**config.mk**
```make
export PLATFORM = sky130hd
export DESIGN_NAME = vxcfg_top
export DESIGN_NICKNAME = d
export VERILOG_FILES = /design/src/vxcfg_pkg.sv /design/src/vxcfg_mem_if.sv /design/src/vxcfg_route_mem.sv /design/src/vxcfg_top.sv
export SDC_FILE = /design/constraint.sdc
export NUM_CORES = 1
export LEC_CHECK = 0
export ABC_AREA = 1
export BUFFER_PORTS_ARGS = -buffer_cell sky130_fd_sc_hd__buf_2
export CORE_MARGIN = 8
export CORE_UTILIZATION = 50
export DETAILED_ROUTE_END_ITERATION = 10
export GPL_ROUTABILITY_DRIVEN = 0
export PLACE_DENSITY = 0.71
export SLEW_MARGIN = 0
export SYNTH_ARGS = -nofsm -noshare
export SYNTH_HDL_FRONTEND = slang
export SYNTH_SLANG_ARGS = --single-unit
```
**constraint.sdc**
```tcl
create_clock -name aclk -period 2.69 [get_ports aclk]
set_input_delay 0 -clock aclk [delete_from_list [all_inputs] [get_ports aclk]]
set_output_delay 0 -clock aclk [all_outputs]
set_load 0.005 [all_outputs]
```
**src/vxcfg_pkg.sv**
```systemverilog
package vxcfg_pkg;
    localparam int WORD_W = 16;
    localparam int N_OUT = 16;
    localparam int SEL_W = 4;
    localparam int ADDR_W = 8;
    // command code field
    localparam int CMD_HI = 15;
    localparam int CMD_LO = 13;
    localparam logic [2:0] CMD_MAP = 3'h0;
    localparam logic [2:0] CMD_ENABLE = 3'h1;
    localparam logic [2:0] CMD_GAIN = 3'h2;
    localparam logic [2:0] CMD_BCAST = 3'h3;
    localparam logic [2:0] CMD_CTRL = 3'h7;
    // word fields
    localparam int SRC_HI = 12;
    localparam int SRC_LO = 9;
    localparam int DST_HI = 4;
    localparam int DST_LO = 1;
    localparam int BANK_HI = 9;
    localparam int BANK_LO = 8;
    localparam int CLAMP_BIT = 9;
    localparam int GLOBAL_BIT = 0;
    localparam int BCAST_BIT = 0;
    // register map, byte addresses
    localparam logic [7:0] OFS_STATUS = 8'h00;
    localparam logic [7:0] OFS_INJECT = 8'h04;
    localparam logic [7:0] OFS_LAST = 8'h08;
    localparam logic [7:0] OFS_ENABLES = 8'h0c;
    localparam logic [1:0] ROUTE_REGION = 2'h1;
    // bus responses
    localparam logic [1:0] RESP_OKAY = 2'h0;
    localparam logic [1:0] RESP_SLVERR = 2'h2;
    // reset values
    localparam logic [15:0] RST_WORD = 16'h0000;
    localparam logic [15:0] RST_MASK = 16'h0000;
    localparam logic [3:0] RST_SRC = 4'h0;
    localparam logic RST_STANDBY = 1'b1;
    typedef enum logic [2:0] {
        RD_IDLE = 3'b001,
        RD_WAIT = 3'b010,
        RD_RESP = 3'b100
    } vxcfg_rd_state_t;
endpackage

```
**src/vxcfg_mem_if.sv**
```systemverilog
`timescale 1ns/1ps
interface vxcfg_mem_if;
    logic wr_en;
    logic [3:0] wr_addr;
    logic [3:0] wr_data;
    logic [3:0] rd_addr;
    logic [3:0] rd_data;
    logic [63:0] contents;
    modport ctrl (output wr_en, output wr_addr, output wr_data, output rd_addr,
                  input rd_data, input contents);
    modport mem (input wr_en, input wr_addr, input wr_data, input rd_addr,
                 output rd_data, output contents);
endinterface

```
**src/vxcfg_route_mem.sv**
```systemverilog
`timescale 1ns/1ps
module vxcfg_route_mem (
    // clock and reset
    input wire logic aclk,
    input wire logic aresetn,
    input wire logic ce,
    // table port
    vxcfg_mem_if.mem port
);
    logic [3:0] word_reg [16];
    logic [3:0] rd_data_reg;

    // table cleared at reset so every output starts on input 0
    always_ff @(posedge aclk) begin
        if (!aresetn) begin
            for (int i = 0; i < 16; i++) begin
                word_reg[i] <= vxcfg_pkg::RST_SRC;
            end
        end else if (ce && port.wr_en) begin
            word_reg[port.wr_addr] <= port.wr_data;
        end
    end

    always_ff @(posedge aclk) begin
        if (!aresetn) begin
            rd_data_reg <= vxcfg_pkg::RST_SRC;
        end else if (ce) begin
            rd_data_reg <= word_reg[port.rd_addr];
        end
    end

    assign port.rd_data = rd_data_reg;
    always_comb begin
        for (int i = 0; i < 16; i++) begin
            port.contents[i*4 +: 4] = word_reg[i];
        end
    end
endmodule

```
**src/vxcfg_top.sv**
```systemverilog
// Our own choices: the placing of the registers and the AXI4-Lite register port.
`timescale 1ns/1ps
// Overview of operation
// - shift serial input on every link rise
// - least significant bit first, bit 15 last
// - latch strobe rise applies the shifted word
// - chain output is input delayed 15.5 clocks
// - no readback on chain output
// - chained devices all update on one strobe
// - bits 15..13 select the command
// - mapping word routes source to destination
// - one input may feed many outputs
// - enable word: bank bits, four enable bits
// - output drives only with global enable
// - gain word like enable, set means two
// - broadcast word drives all outputs one source
// - stored routing returns when broadcast ends
// - control word sets clamp, standby, global
// - reset disables outputs, enters standby
// - control bit 9 clamp, bit 0 global
module vxcfg_top (
    // clock, reset, enable
    input wire logic aclk,
    input wire logic aresetn,
    input wire logic ce,
    // serial link pins
    input wire logic link_clk,
    input wire logic serial_in,
    input wire logic load_strobe,
    output logic chain_out,
    // axi4-lite write
    input wire logic [7:0] s_axi_awaddr,
    input wire logic s_axi_awvalid,
    output logic s_axi_awready,
    input wire logic [31:0] s_axi_wdata,
    input wire logic [3:0] s_axi_wstrb,
    input wire logic s_axi_wvalid,
    output logic s_axi_wready,
    output logic [1:0] s_axi_bresp,
    output logic s_axi_bvalid,
    input wire logic s_axi_bready,
    // axi4-lite read
    input wire logic [7:0] s_axi_araddr,
    input wire logic s_axi_arvalid,
    output logic s_axi_arready,
    output logic [31:0] s_axi_rdata,
    output logic [1:0] s_axi_rresp,
    output logic s_axi_rvalid,
    input wire logic s_axi_rready,
    // matrix settings
    output logic [63:0] route_src,
    output logic [15:0] out_drive_en,
    output logic [15:0] gain_x2,
    output logic clamp_en,
    output logic standby
);
    logic [2:0] clk_sync_reg;
    logic [1:0] sin_sync_reg;
    logic [2:0] ld_sync_reg;
    logic link_rise, link_fall, ld_rise, apply, wr_go;
    logic [15:0] shift_reg, shift_next, word_next;
    logic chain_reg;
    logic [2:0] cmd;
    logic [15:0] en_reg, gain_reg, last_reg, inj_word_reg, drive_reg;
    logic global_reg, clamp_reg, standby_reg, bcast_reg, inj_pend_reg;
    logic [3:0] bsrc_reg;
    logic [63:0] route_reg;
    logic aw_have_reg, w_have_reg, bvalid_reg;
    logic [7:0] aw_addr_reg, ar_addr_reg;
    logic [31:0] w_data_reg, rdata_reg;
    logic [3:0] w_strb_reg;
    logic [1:0] bresp_reg, rresp_reg;
    vxcfg_pkg::vxcfg_rd_state_t rd_state;

    vxcfg_mem_if mem_bus ();
    vxcfg_route_mem u_mem (
        .aclk(aclk),
        .aresetn(aresetn),
        .ce(ce),
        .port(mem_bus.mem)
    );

    function automatic logic [15:0] bank_update(input logic [15:0] cur,
                                                input logic [15:0] w);
        logic [15:0] res;
        res = cur;
        for (int k = 0; k < 4; k++) begin
            res[{w[vxcfg_pkg::BANK_HI:vxcfg_pkg::BANK_LO], 2'(k)}] = w[2*k];
        end
        return res;
    endfunction

    function automatic logic is_route(input logic [7:0] a);
        return a[7:6] == vxcfg_pkg::ROUTE_REGION && a[1:0] == 2'h0;
    endfunction

    // link pins are asynchronous to aclk; edges read from the second stage on
    always_ff @(posedge aclk) begin
        if (!aresetn) begin
            clk_sync_reg <= 3'h0;
            sin_sync_reg <= 2'h0;
            ld_sync_reg <= 3'h0;
        end else if (ce) begin
            clk_sync_reg <= {clk_sync_reg[1:0], link_clk};
            sin_sync_reg <= {sin_sync_reg[0], serial_in};
            ld_sync_reg <= {ld_sync_reg[1:0], load_strobe};
        end
    end
    assign link_rise = clk_sync_reg[1] & ~clk_sync_reg[2];
    assign link_fall = ~clk_sync_reg[1] & clk_sync_reg[2];
    assign ld_rise = ld_sync_reg[1] & ~ld_sync_reg[2];

    // new bit enters at the top, so the first bit ends in bit 0
    assign shift_next = {sin_sync_reg[1], shift_reg[15:1]};

    always_ff @(posedge aclk) begin
        if (!aresetn) begin
            shift_reg <= vxcfg_pkg::RST_WORD;
        end else if (ce && link_rise) begin
            shift_reg <= shift_next;
        end
    end

    // bit 0 is the bit taken 15 rises ago; it leaves on the next fall
    always_ff @(posedge aclk) begin
        if (!aresetn) begin
            chain_reg <= 1'b0;
        end else if (ce && link_fall) begin
            chain_reg <= shift_reg[0];
        end
    end
    assign chain_out = chain_reg;

    // strobe may be seen in the same aclk cycle as the last rise
    always_comb begin
        if (ld_rise) begin
            word_next = link_rise ? shift_next : shift_reg;
        end else begin
            word_next = inj_word_reg;
        end
    end
    assign apply = ld_rise | inj_pend_reg;
    assign cmd = word_next[vxcfg_pkg::CMD_HI:vxcfg_pkg::CMD_LO];

    // mapping words go straight to the table, broadcast or not
    assign mem_bus.wr_en = ce && apply && cmd == vxcfg_pkg::CMD_MAP;
    assign mem_bus.wr_addr = word_next[vxcfg_pkg::DST_HI:vxcfg_pkg::DST_LO];
    assign mem_bus.wr_data = word_next[vxcfg_pkg::SRC_HI:vxcfg_pkg::SRC_LO];
    assign mem_bus.rd_addr = ar_addr_reg[5:2];

    always_ff @(posedge aclk) begin
        if (!aresetn) begin
            en_reg <= vxcfg_pkg::RST_MASK;
            gain_reg <= vxcfg_pkg::RST_MASK;
            global_reg <= 1'b0;
            clamp_reg <= 1'b0;
            standby_reg <= vxcfg_pkg::RST_STANDBY;
            bcast_reg <= 1'b0;
            bsrc_reg <= vxcfg_pkg::RST_SRC;
            last_reg <= vxcfg_pkg::RST_WORD;
        end else if (ce && apply) begin
            last_reg <= word_next;
            case (cmd)
                vxcfg_pkg::CMD_ENABLE: begin
                    en_reg <= bank_update(en_reg, word_next);
                end
                vxcfg_pkg::CMD_GAIN: begin
                    gain_reg <= bank_update(gain_reg, word_next);
                end
                vxcfg_pkg::CMD_BCAST: begin
                    bcast_reg <= word_next[vxcfg_pkg::BCAST_BIT];
                    bsrc_reg <= word_next[vxcfg_pkg::SRC_HI:vxcfg_pkg::SRC_LO];
                end
                vxcfg_pkg::CMD_CTRL: begin
                    clamp_reg <= word_next[vxcfg_pkg::CLAMP_BIT];
                    global_reg <= word_next[vxcfg_pkg::GLOBAL_BIT];
                    standby_reg <= ~word_next[vxcfg_pkg::GLOBAL_BIT];
                end
                default: ;
            endcase
        end
    end

    // effective routing and drive enables, one cycle behind the stored state
    always_ff @(posedge aclk) begin
        if (!aresetn) begin
            route_reg <= 64'h0;
            drive_reg <= vxcfg_pkg::RST_MASK;
        end else if (ce) begin
            route_reg <= bcast_reg ? {16{bsrc_reg}} : mem_bus.contents;
            drive_reg <= en_reg & {16{global_reg}};
        end
    end
    assign route_src = route_reg;
    assign out_drive_en = drive_reg;
    assign gain_x2 = gain_reg;
    assign clamp_en = clamp_reg;
    assign standby = standby_reg;

    // write channel: address and data taken in either order
    assign s_axi_awready = ~aw_have_reg & ~bvalid_reg;
    assign s_axi_wready = ~w_have_reg & ~bvalid_reg;
    assign wr_go = aw_have_reg & w_have_reg & ~bvalid_reg;

    always_ff @(posedge aclk) begin
        if (!aresetn) begin
            aw_have_reg <= 1'b0;
            aw_addr_reg <= 8'h00;
        end else if (ce) begin
            if (s_axi_awvalid && s_axi_awready) begin
                aw_have_reg <= 1'b1;
                aw_addr_reg <= s_axi_awaddr;
            end else if (wr_go) begin
                aw_have_reg <= 1'b0;
            end
        end
    end

    always_ff @(posedge aclk) begin
        if (!aresetn) begin
            w_have_reg <= 1'b0;
            w_data_reg <= 32'h0;
            w_strb_reg <= 4'h0;
        end else if (ce) begin
            if (s_axi_wvalid && s_axi_wready) begin
                w_have_reg <= 1'b1;
                w_data_reg <= s_axi_wdata;
                w_strb_reg <= s_axi_wstrb;
            end else if (wr_go) begin
                w_have_reg <= 1'b0;
            end
        end
    end

    always_ff @(posedge aclk) begin
        if (!aresetn) begin
            bvalid_reg <= 1'b0;
            bresp_reg <= vxcfg_pkg::RESP_OKAY;
        end else if (ce) begin
            if (wr_go) begin
                bvalid_reg <= 1'b1;
                bresp_reg <= aw_addr_reg == vxcfg_pkg::OFS_INJECT ?
                             vxcfg_pkg::RESP_OKAY : vxcfg_pkg::RESP_SLVERR;
            end else if (s_axi_bready) begin
                bvalid_reg <= 1'b0;
            end
        end
    end
    assign s_axi_bvalid = bvalid_reg;
    assign s_axi_bresp = bresp_reg;

    // injected word waits while a serial strobe takes the apply slot
    always_ff @(posedge aclk) begin
        if (!aresetn) begin
            inj_pend_reg <= 1'b0;
            inj_word_reg <= vxcfg_pkg::RST_WORD;
        end else if (ce) begin
            if (wr_go && aw_addr_reg == vxcfg_pkg::OFS_INJECT) begin
                inj_pend_reg <= 1'b1;
                if (w_strb_reg[0]) begin
                    inj_word_reg[7:0] <= w_data_reg[7:0];
                end
                if (w_strb_reg[1]) begin
                    inj_word_reg[15:8] <= w_data_reg[15:8];
                end
            end else if (!ld_rise) begin
                inj_pend_reg <= 1'b0;
            end
        end
    end

    // read: one wait cycle lets the table memory register its word
    assign s_axi_arready = rd_state == vxcfg_pkg::RD_IDLE;
    assign s_axi_rvalid = rd_state == vxcfg_pkg::RD_RESP;
    assign s_axi_rresp = rresp_reg;
    assign s_axi_rdata = is_route(ar_addr_reg) ? {28'h0, mem_bus.rd_data} : rdata_reg;

    always_ff @(posedge aclk) begin
        if (!aresetn) begin
            rd_state <= vxcfg_pkg::RD_IDLE;
            ar_addr_reg <= 8'h00;
        end else if (ce) begin
            case (rd_state)
                vxcfg_pkg::RD_IDLE: begin
                    if (s_axi_arvalid) begin
                        ar_addr_reg <= s_axi_araddr;
                        rd_state <= vxcfg_pkg::RD_WAIT;
                    end
                end
                vxcfg_pkg::RD_WAIT: begin
                    rd_state <= vxcfg_pkg::RD_RESP;
                end
                vxcfg_pkg::RD_RESP: begin
                    if (s_axi_rready) begin
                        rd_state <= vxcfg_pkg::RD_IDLE;
                    end
                end
                default: begin
                    rd_state <= vxcfg_pkg::RD_IDLE;
                end
            endcase
        end
    end

    always_ff @(posedge aclk) begin
        if (!aresetn) begin
            rdata_reg <= 32'h0;
            rresp_reg <= vxcfg_pkg::RESP_OKAY;
        end else if (ce && rd_state == vxcfg_pkg::RD_WAIT) begin
            rresp_reg <= vxcfg_pkg::RESP_OKAY;
            rdata_reg <= 32'h0;
            case (ar_addr_reg)
                vxcfg_pkg::OFS_STATUS: begin
                    rdata_reg[8:0] <= {bsrc_reg, bcast_reg, global_reg,
                                       standby_reg, clamp_reg, inj_pend_reg};
                end
                vxcfg_pkg::OFS_INJECT: rdata_reg[15:0] <= inj_word_reg;
                vxcfg_pkg::OFS_LAST: rdata_reg[15:0] <= last_reg;
                vxcfg_pkg::OFS_ENABLES: rdata_reg <= {gain_reg, en_reg};
                default: begin
                    if (!is_route(ar_addr_reg)) begin
                        rresp_reg <= vxcfg_pkg::RESP_SLVERR;
                    end
                end
            endcase
        end
    end

    chk_shift_rise: assert property (@(posedge aclk) disable iff (!aresetn)
        ce && link_rise |=> shift_reg == {$past(sin_sync_reg[1]), $past(shift_reg[15:1])})
        else $error("shift register missed a link rise");
    chk_chain_fall: assert property (@(posedge aclk) disable iff (!aresetn)
        ce && link_fall |=> chain_out == $past(shift_reg[0]) ##1 $stable(chain_out) || link_fall)
        else $error("chain output not taken from bit 0 on fall");
    chk_no_apply_hold: assert property (@(posedge aclk) disable iff (!aresetn)
        !apply |=> $stable(en_reg) && $stable(gain_reg) && $stable(bcast_reg))
        else $error("settings changed without a strobe");
    chk_drive_and: assert property (@(posedge aclk) disable iff (!aresetn)
        ce |=> out_drive_en == ($past(en_reg) & {16{$past(global_reg)}}))
        else $error("drive enable not gated by global enable");
    chk_bcast_all: assert property (@(posedge aclk) disable iff (!aresetn)
        ce && bcast_reg |=> route_src == {16{$past(bsrc_reg)}})
        else $error("broadcast source not on every output");
    chk_bcast_restore: assert property (@(posedge aclk) disable iff (!aresetn)
        ce && !bcast_reg |=> route_src == $past(mem_bus.contents))
        else $error("stored routing not restored");
    chk_reserved_ignore: assert property (@(posedge aclk) disable iff (!aresetn)
        ce && apply && cmd inside {3'h4, 3'h5, 3'h6} |=>
        $stable(clamp_reg) && $stable(global_reg) && $stable(en_reg) && $stable(bsrc_reg))
        else $error("reserved command changed settings");
    chk_ctrl_fields: assert property (@(posedge aclk) disable iff (!aresetn)
        ce && apply && cmd == vxcfg_pkg::CMD_CTRL |=>
        clamp_en == $past(word_next[9]) && global_reg == $past(word_next[0]))
        else $error("control word fields misplaced");
    chk_map_write: assert property (@(posedge aclk) disable iff (!aresetn)
        ce && apply && cmd == vxcfg_pkg::CMD_MAP |-> mem_bus.wr_en &&
        mem_bus.wr_addr == word_next[4:1] && mem_bus.wr_data == word_next[12:9])
        else $error("mapping word fields misplaced");
    chk_reset_state: assert property (@(posedge aclk)
        $rose(aresetn) |-> standby && out_drive_en == 16'h0 && !clamp_en)
        else $error("outputs not disabled after reset");
endmodule
```
======== Yosys cells after proc, flatten, opt, wreduce, memory -nomap -nowiden ========
Memories as Yosys holds them, arrays and structs flattened. A register that Yosys moved wholly into a read port is not among the register bits.
Cells that the tools add are included.
word-level totals
  register bits after elaboration ......... 254
  RAM bits ................................ 64
  bits of input ports ..................... 63
  output and inout bits ................... 140
  word-level logic and storage cells ...... 150
  memories kept ........................... 1
memories
  memory          words  width  rd ports  clocked after Yosys merged registers in  write ports  RTL line               source
  u_mem.word_reg  16     4      17        1                                        16           vxcfg_route_mem.sv:10  logic [3:0] word_reg [16];
operators by class
  order comparisons ....................... 8
  equality and inequality tests ........... 15
  multiplexer cells ....................... 43
  bitwise operators ....................... 16
  reductions and logical operators ........ 38
operator list
  kind                count
  $bwmux 16           8
  $mux 64             1
  $mux 16             3
  $pmux 9 s4          1
  $mux 32             1
  $reduce_and 2->1    11
  $pmux 7 s3          1
  $lt 4x5->1 const B  4
  $and 16x16->16      1
  $eq 8x3->1 const B  2
  $eq 8x4->1 const B  2
  $ge 4x1->1 const B  4
  $mux 1              16
  $logic_and 1x1->1   14
  $reduce_and 3->1    4
  $eq 3x2->1 const B  3
  $pmux 3 s3          1
  $demux 1 s2         4
  $logic_not 8->1     1
  $mux 4              2
  $reduce_or 4->1     2
  $and 1x1->1         7
  $not 1->1           7
  $eq 3x1->1 const B  2
  other kinds (11)    18

======== Depth between registers and ports, before layout ========
  depth in word-level cells ............... 12
  mapped depth ............................ 12
  gate-level depth less buffers ........... 11

======== Cells and area by module ========
Synthesis repeated with hierarchy kept, for this count alone.
second synthesis, totals
  cells, all modules ...................... 1,843
  area, all modules ....................... 13,759.4 µm²
by module, submodules not included
  module           instances  cells an instance  area an instance (µm²)  seq. area each (µm²)
  vxcfg_top        1          1,489              10,460.0                5,044.8
  vxcfg_route_mem  1          354                3,299.4                 2,001.9

======== Worst setup path before layout ========
Ideal clock, no wire load.
  path kind ............................... register to register
  start point ............................. register ld_sync_reg[2]
  end point ............................... memory u_mem.word_reg[11][0] (enable)
  setup time .............................. 0.308 ns
  arrival time ............................ 1.489 ns
  data required time ...................... 2.382 ns
  slack ................................... 0.893 ns
  stages on the path, launching flop included .. 12
  path buffers ............................ 1
  clock period less this slack ............ 1.797 ns
  path through ............................ dfxtp_1 inv_2 nand2_2 inv_2 buf_4 nand3_2 nand2_1 nor2_1 nand2_2 nor2_2 nand2_1 nand2_1
RTL lines
  item                    RTL line               source
  from (decl)             vxcfg_top.sv:59        logic [2:0] ld_sync_reg;
  from (signal assigned)  vxcfg_top.sv:106       ld_sync_reg <= {ld_sync_reg[1:0], load_strobe};
  to (decl)               vxcfg_route_mem.sv:10

==> impl_results.md <==
- Outcome: complete, no violations
- Std-Cell Rows: 60
- Pwr dens: 658 mW/mm^2
- Remaining Overflow, GRT: 0
- XOR/XNOR share of the synthesized area: 0%
- Final ANT Viol Nets: 0
- Worst Hold Class: primary input to flop
- Fmax: 417 MHz
- Adder-Cell Fraction of Synth Area: 0%
- Post-layout nets: 2054
- Yosys top cell area share: between 30% and 40%
- Final period util: 89.2%
- 1st-pass router iterations: 6
- Worst EP arrival: 2.60 ns
- CTS buffer count: 34
- Crit-path slowest cell: dfxtp_1
- Placed cell area: 0.0147 mm^2
- Antenna Cells: 0
- Clock sink count: between 300 and 400
- Leak Pwr: 7.06 nW
- Hpwl dp: ~26000 um
- Post-synthesis sequential area ratio: between 50% and 60%
- Ys async rst share: 0%
- Mapped cell area: about 0.014 mm^2
- Htree depth: 2
- Post-synth EDFFs: 64
- Largest net degree at the start of global routing: 193
- DR WL/cell: 16.5 um
- Num ports: 203
- Most frequent cell on the critical path: nand2_1
- Clk Latency, worst-skew pair: 0.52 ns
- WP data required: roughly 2.9 ns
- TritonCTS clock tree: built
- Cell variety after synth: 33
- Clock transition at the registers of the reported paths: 0.06 ns
- Top area cells in the synthesized netlist: dfxtp_1, edfxtp_1, nand2_1, nor2_1, a21oi_1
- Share of layout cells above drive strength 1: 15.8%
- Bufs and invs on worst path: 1
- Layout filler cell count: about 2400
- Total negative slack: 0 ns
- Routed via count: around 13000
- Top delay family on crit path: simple AND/OR/NAND/NOR gates
- Mapped Cells: 1797
- Post-Syn Area per Cell: 7.52 um^2
- Synth warn: 0
- Clock Path Buffers: 3
- Worst-Margin Slew: approximately 0.94 ns
- Critical path class: flop to flop
- Die width: 180 um
- Synth Area in Compound Gates: 13.6%
- Clock Skew: 0.0140 ns
- Port Buffers: 182
- Crit path cell chain: nand2_2 -> inv_1 -> nand2_1 -> a21boi_1 -> nand2_1 -> nor2_2 -> nand2_1 -> nand2_1
- Final WL: 38900 um
- Main combinational cell family by area after synthesis: simple AND/OR/NAND/NOR gates
- Synth-to-layout area growth: 20.7%
- Initial DRC Count: 1124
- Startpoint types: flop
- Postcts setup bufs: 0
- Max Fanout on Critical Path: 17
- Die Y: 180 um
- Setup violators final: 0
- Slew HR: between 30 and 40%
- Leading register cell type out of synthesis: dfxtp_1
- Max VDD drop: around 0.4 mV
- Post-layout min period: around 2.4 ns
- RSZ-0062 raised after global routing: no
- Vias in the first global route: 12205
- Max Cap Violations: 0
- Initial antenna violation count: 0
- Endpoint class of the critical path: flop
- CTS resizes: 0
- DRC viols: 0
- Initial Utilization: 50.5%
- Core Box Area: 0.0267 mm^2
- Post-synthesis mux area share: 0%
- Full die area: between 0.03 and 0.04 mm^2
- Routed vias/inst: 5.36
- Root Driver: clkbuf_16
- GRT Total Usage: a little under a quarter
- Final Cell Area: 0.0163 mm^2
- First-pass GRT wire length: 63500 um
- Post-synthesis simple-gate area fraction: 26.9%
- Critical Path Max Stage Delay: 0.46 ns
- Max-slew violation count: 0
- Final Hold Viols: 0
- Post-synthesis register bit count: 320
- Largest area contributor in the netlist: dfxtp_1
==> cells in the mapped netlist (10+ instances only) <==
cell type	number
clkbuf_1	77
buf_2	17
dfxtp_1	256
inv_2	10
nand2_1	386
inv_1	134
nand4_1	25
o21ai_0	136
nor2_2	11
a21oi_1	197
nand3_1	141
nor2_1	283
edfxtp_1	64
==> logic make-up (layout without fill, tap and decap cells) <==
group | Yosys count | in the layout
buffers and inverters | 253 | 470
flip-flops | 320 | 320
AO/OA/AOI/OAI | 354 | 354
AND/OR/NAND/NOR | 869 | 869
other | 1 | 2
==> layout make-up <==
type | count | area [um^2] | area share [%]
clock buffers | 49 | 1000 | 6.14
clock inverters | 11 | 108 | 0.660
inverters | 145 | 544 | 3.34
multi-input cells | 1225 | 5480 | 33.6
flip-flops and latches | 320 | 7050 | 43.2
well taps | 341 | 427 | 2.62
repair buffers | 265 | 1700 | 10.4
==> repair_timing <==
item / CTS / global route
endpoints found under the setup margin: 0 / 0
endpoints found under the hold margin: 41 / 0
hold buffers: 44 / 0
==> worst register-to-register path: cells and delay by family, from the launching register on <==
kind	cells	cell delay (ns)
simple gates	6	1.11
flops	1	0.46
compound gates	1	0.30
buf+inv	1	0.23
==> cells in the final DEF (no fill, tap or decap), types with 11 or more instances in the layout <==
cell type      netlist  layout
nand3_1            141     141
dlygate4sd3_1        0      44
nor2_1             283     283
nor2_2              11      11
inv_1              134     134
nand2_1            386     386
buf_2               17     181
a21oi_1            197     197
nand4_1             25      25
o21ai_0            136     136
buf_4                4      36
clkbuf_16            0      37
edfxtp_1            64      64
dfxtp_1            256     256
==> metal layers <==
metal / routed length [um] / up-vias / part of all wire [%] / track usage [%]
li1: - / 6231 / - / -
met2: 18900 / 463 / 49 / 40.5
met4: 907 / 0 / 2.3 / 6.94
met1: 16400 / 5865 / 42 / 29.3
met5: 0 / - / 0 / 0
met3: 2730 / 73 / 7.0 / 4.38
==> stage by stage <==
| step | util (%) | hold slack [ns] | setup slack (ns) | std cells | total power [W] |
|---|---|---|---|---|---|
| floorplan | - | 0.135 | 0.893 | 1798 | 0.00577 |
| global placement | 55.2 | 0.245 | 0.421 | 2252 | 0.00608 |
| detailed placement | 55.2 | 0.254 | 0.381 | 2252 | 0.00609 |
| CTS | 61.0 | 0.0163 | 0.349 | 2356 | 0.0108 |
| global route | 61.0 | 0.0353 | 0.161 | 2356 | 0.0111 |
| finish | 61.0 | 0.0301 | 0.291 | 2356 | 0.0107 |
==> power breakdown <==
part           leakage (nW)  internal, W  switching [W]  total [W]
sequential             2.75      0.00506      0.0000969    0.00515
clock                 0.538      0.00278        0.00188    0.00466
combinational          3.78     0.000309       0.000595   0.000904
total                  7.06      0.00814        0.00257     0.0107
==> worst paths after layout <==
kind / startpoint / end / slack (ns) / cells past startpoint
hold / removal: ce / last_reg[13] / 0.03 / 5
hold reg to reg: chain_out / chain_out / 0.45 / 2
setup / recovery: clk_sync_reg[1] / u_mem.word_reg[4][2] / 0.29 / 8
setup reg to reg: clk_sync_reg[1] / u_mem.word_reg[4][2] / 0.29 / 8
Note: power is estimated with default switching activity, not from simulation.
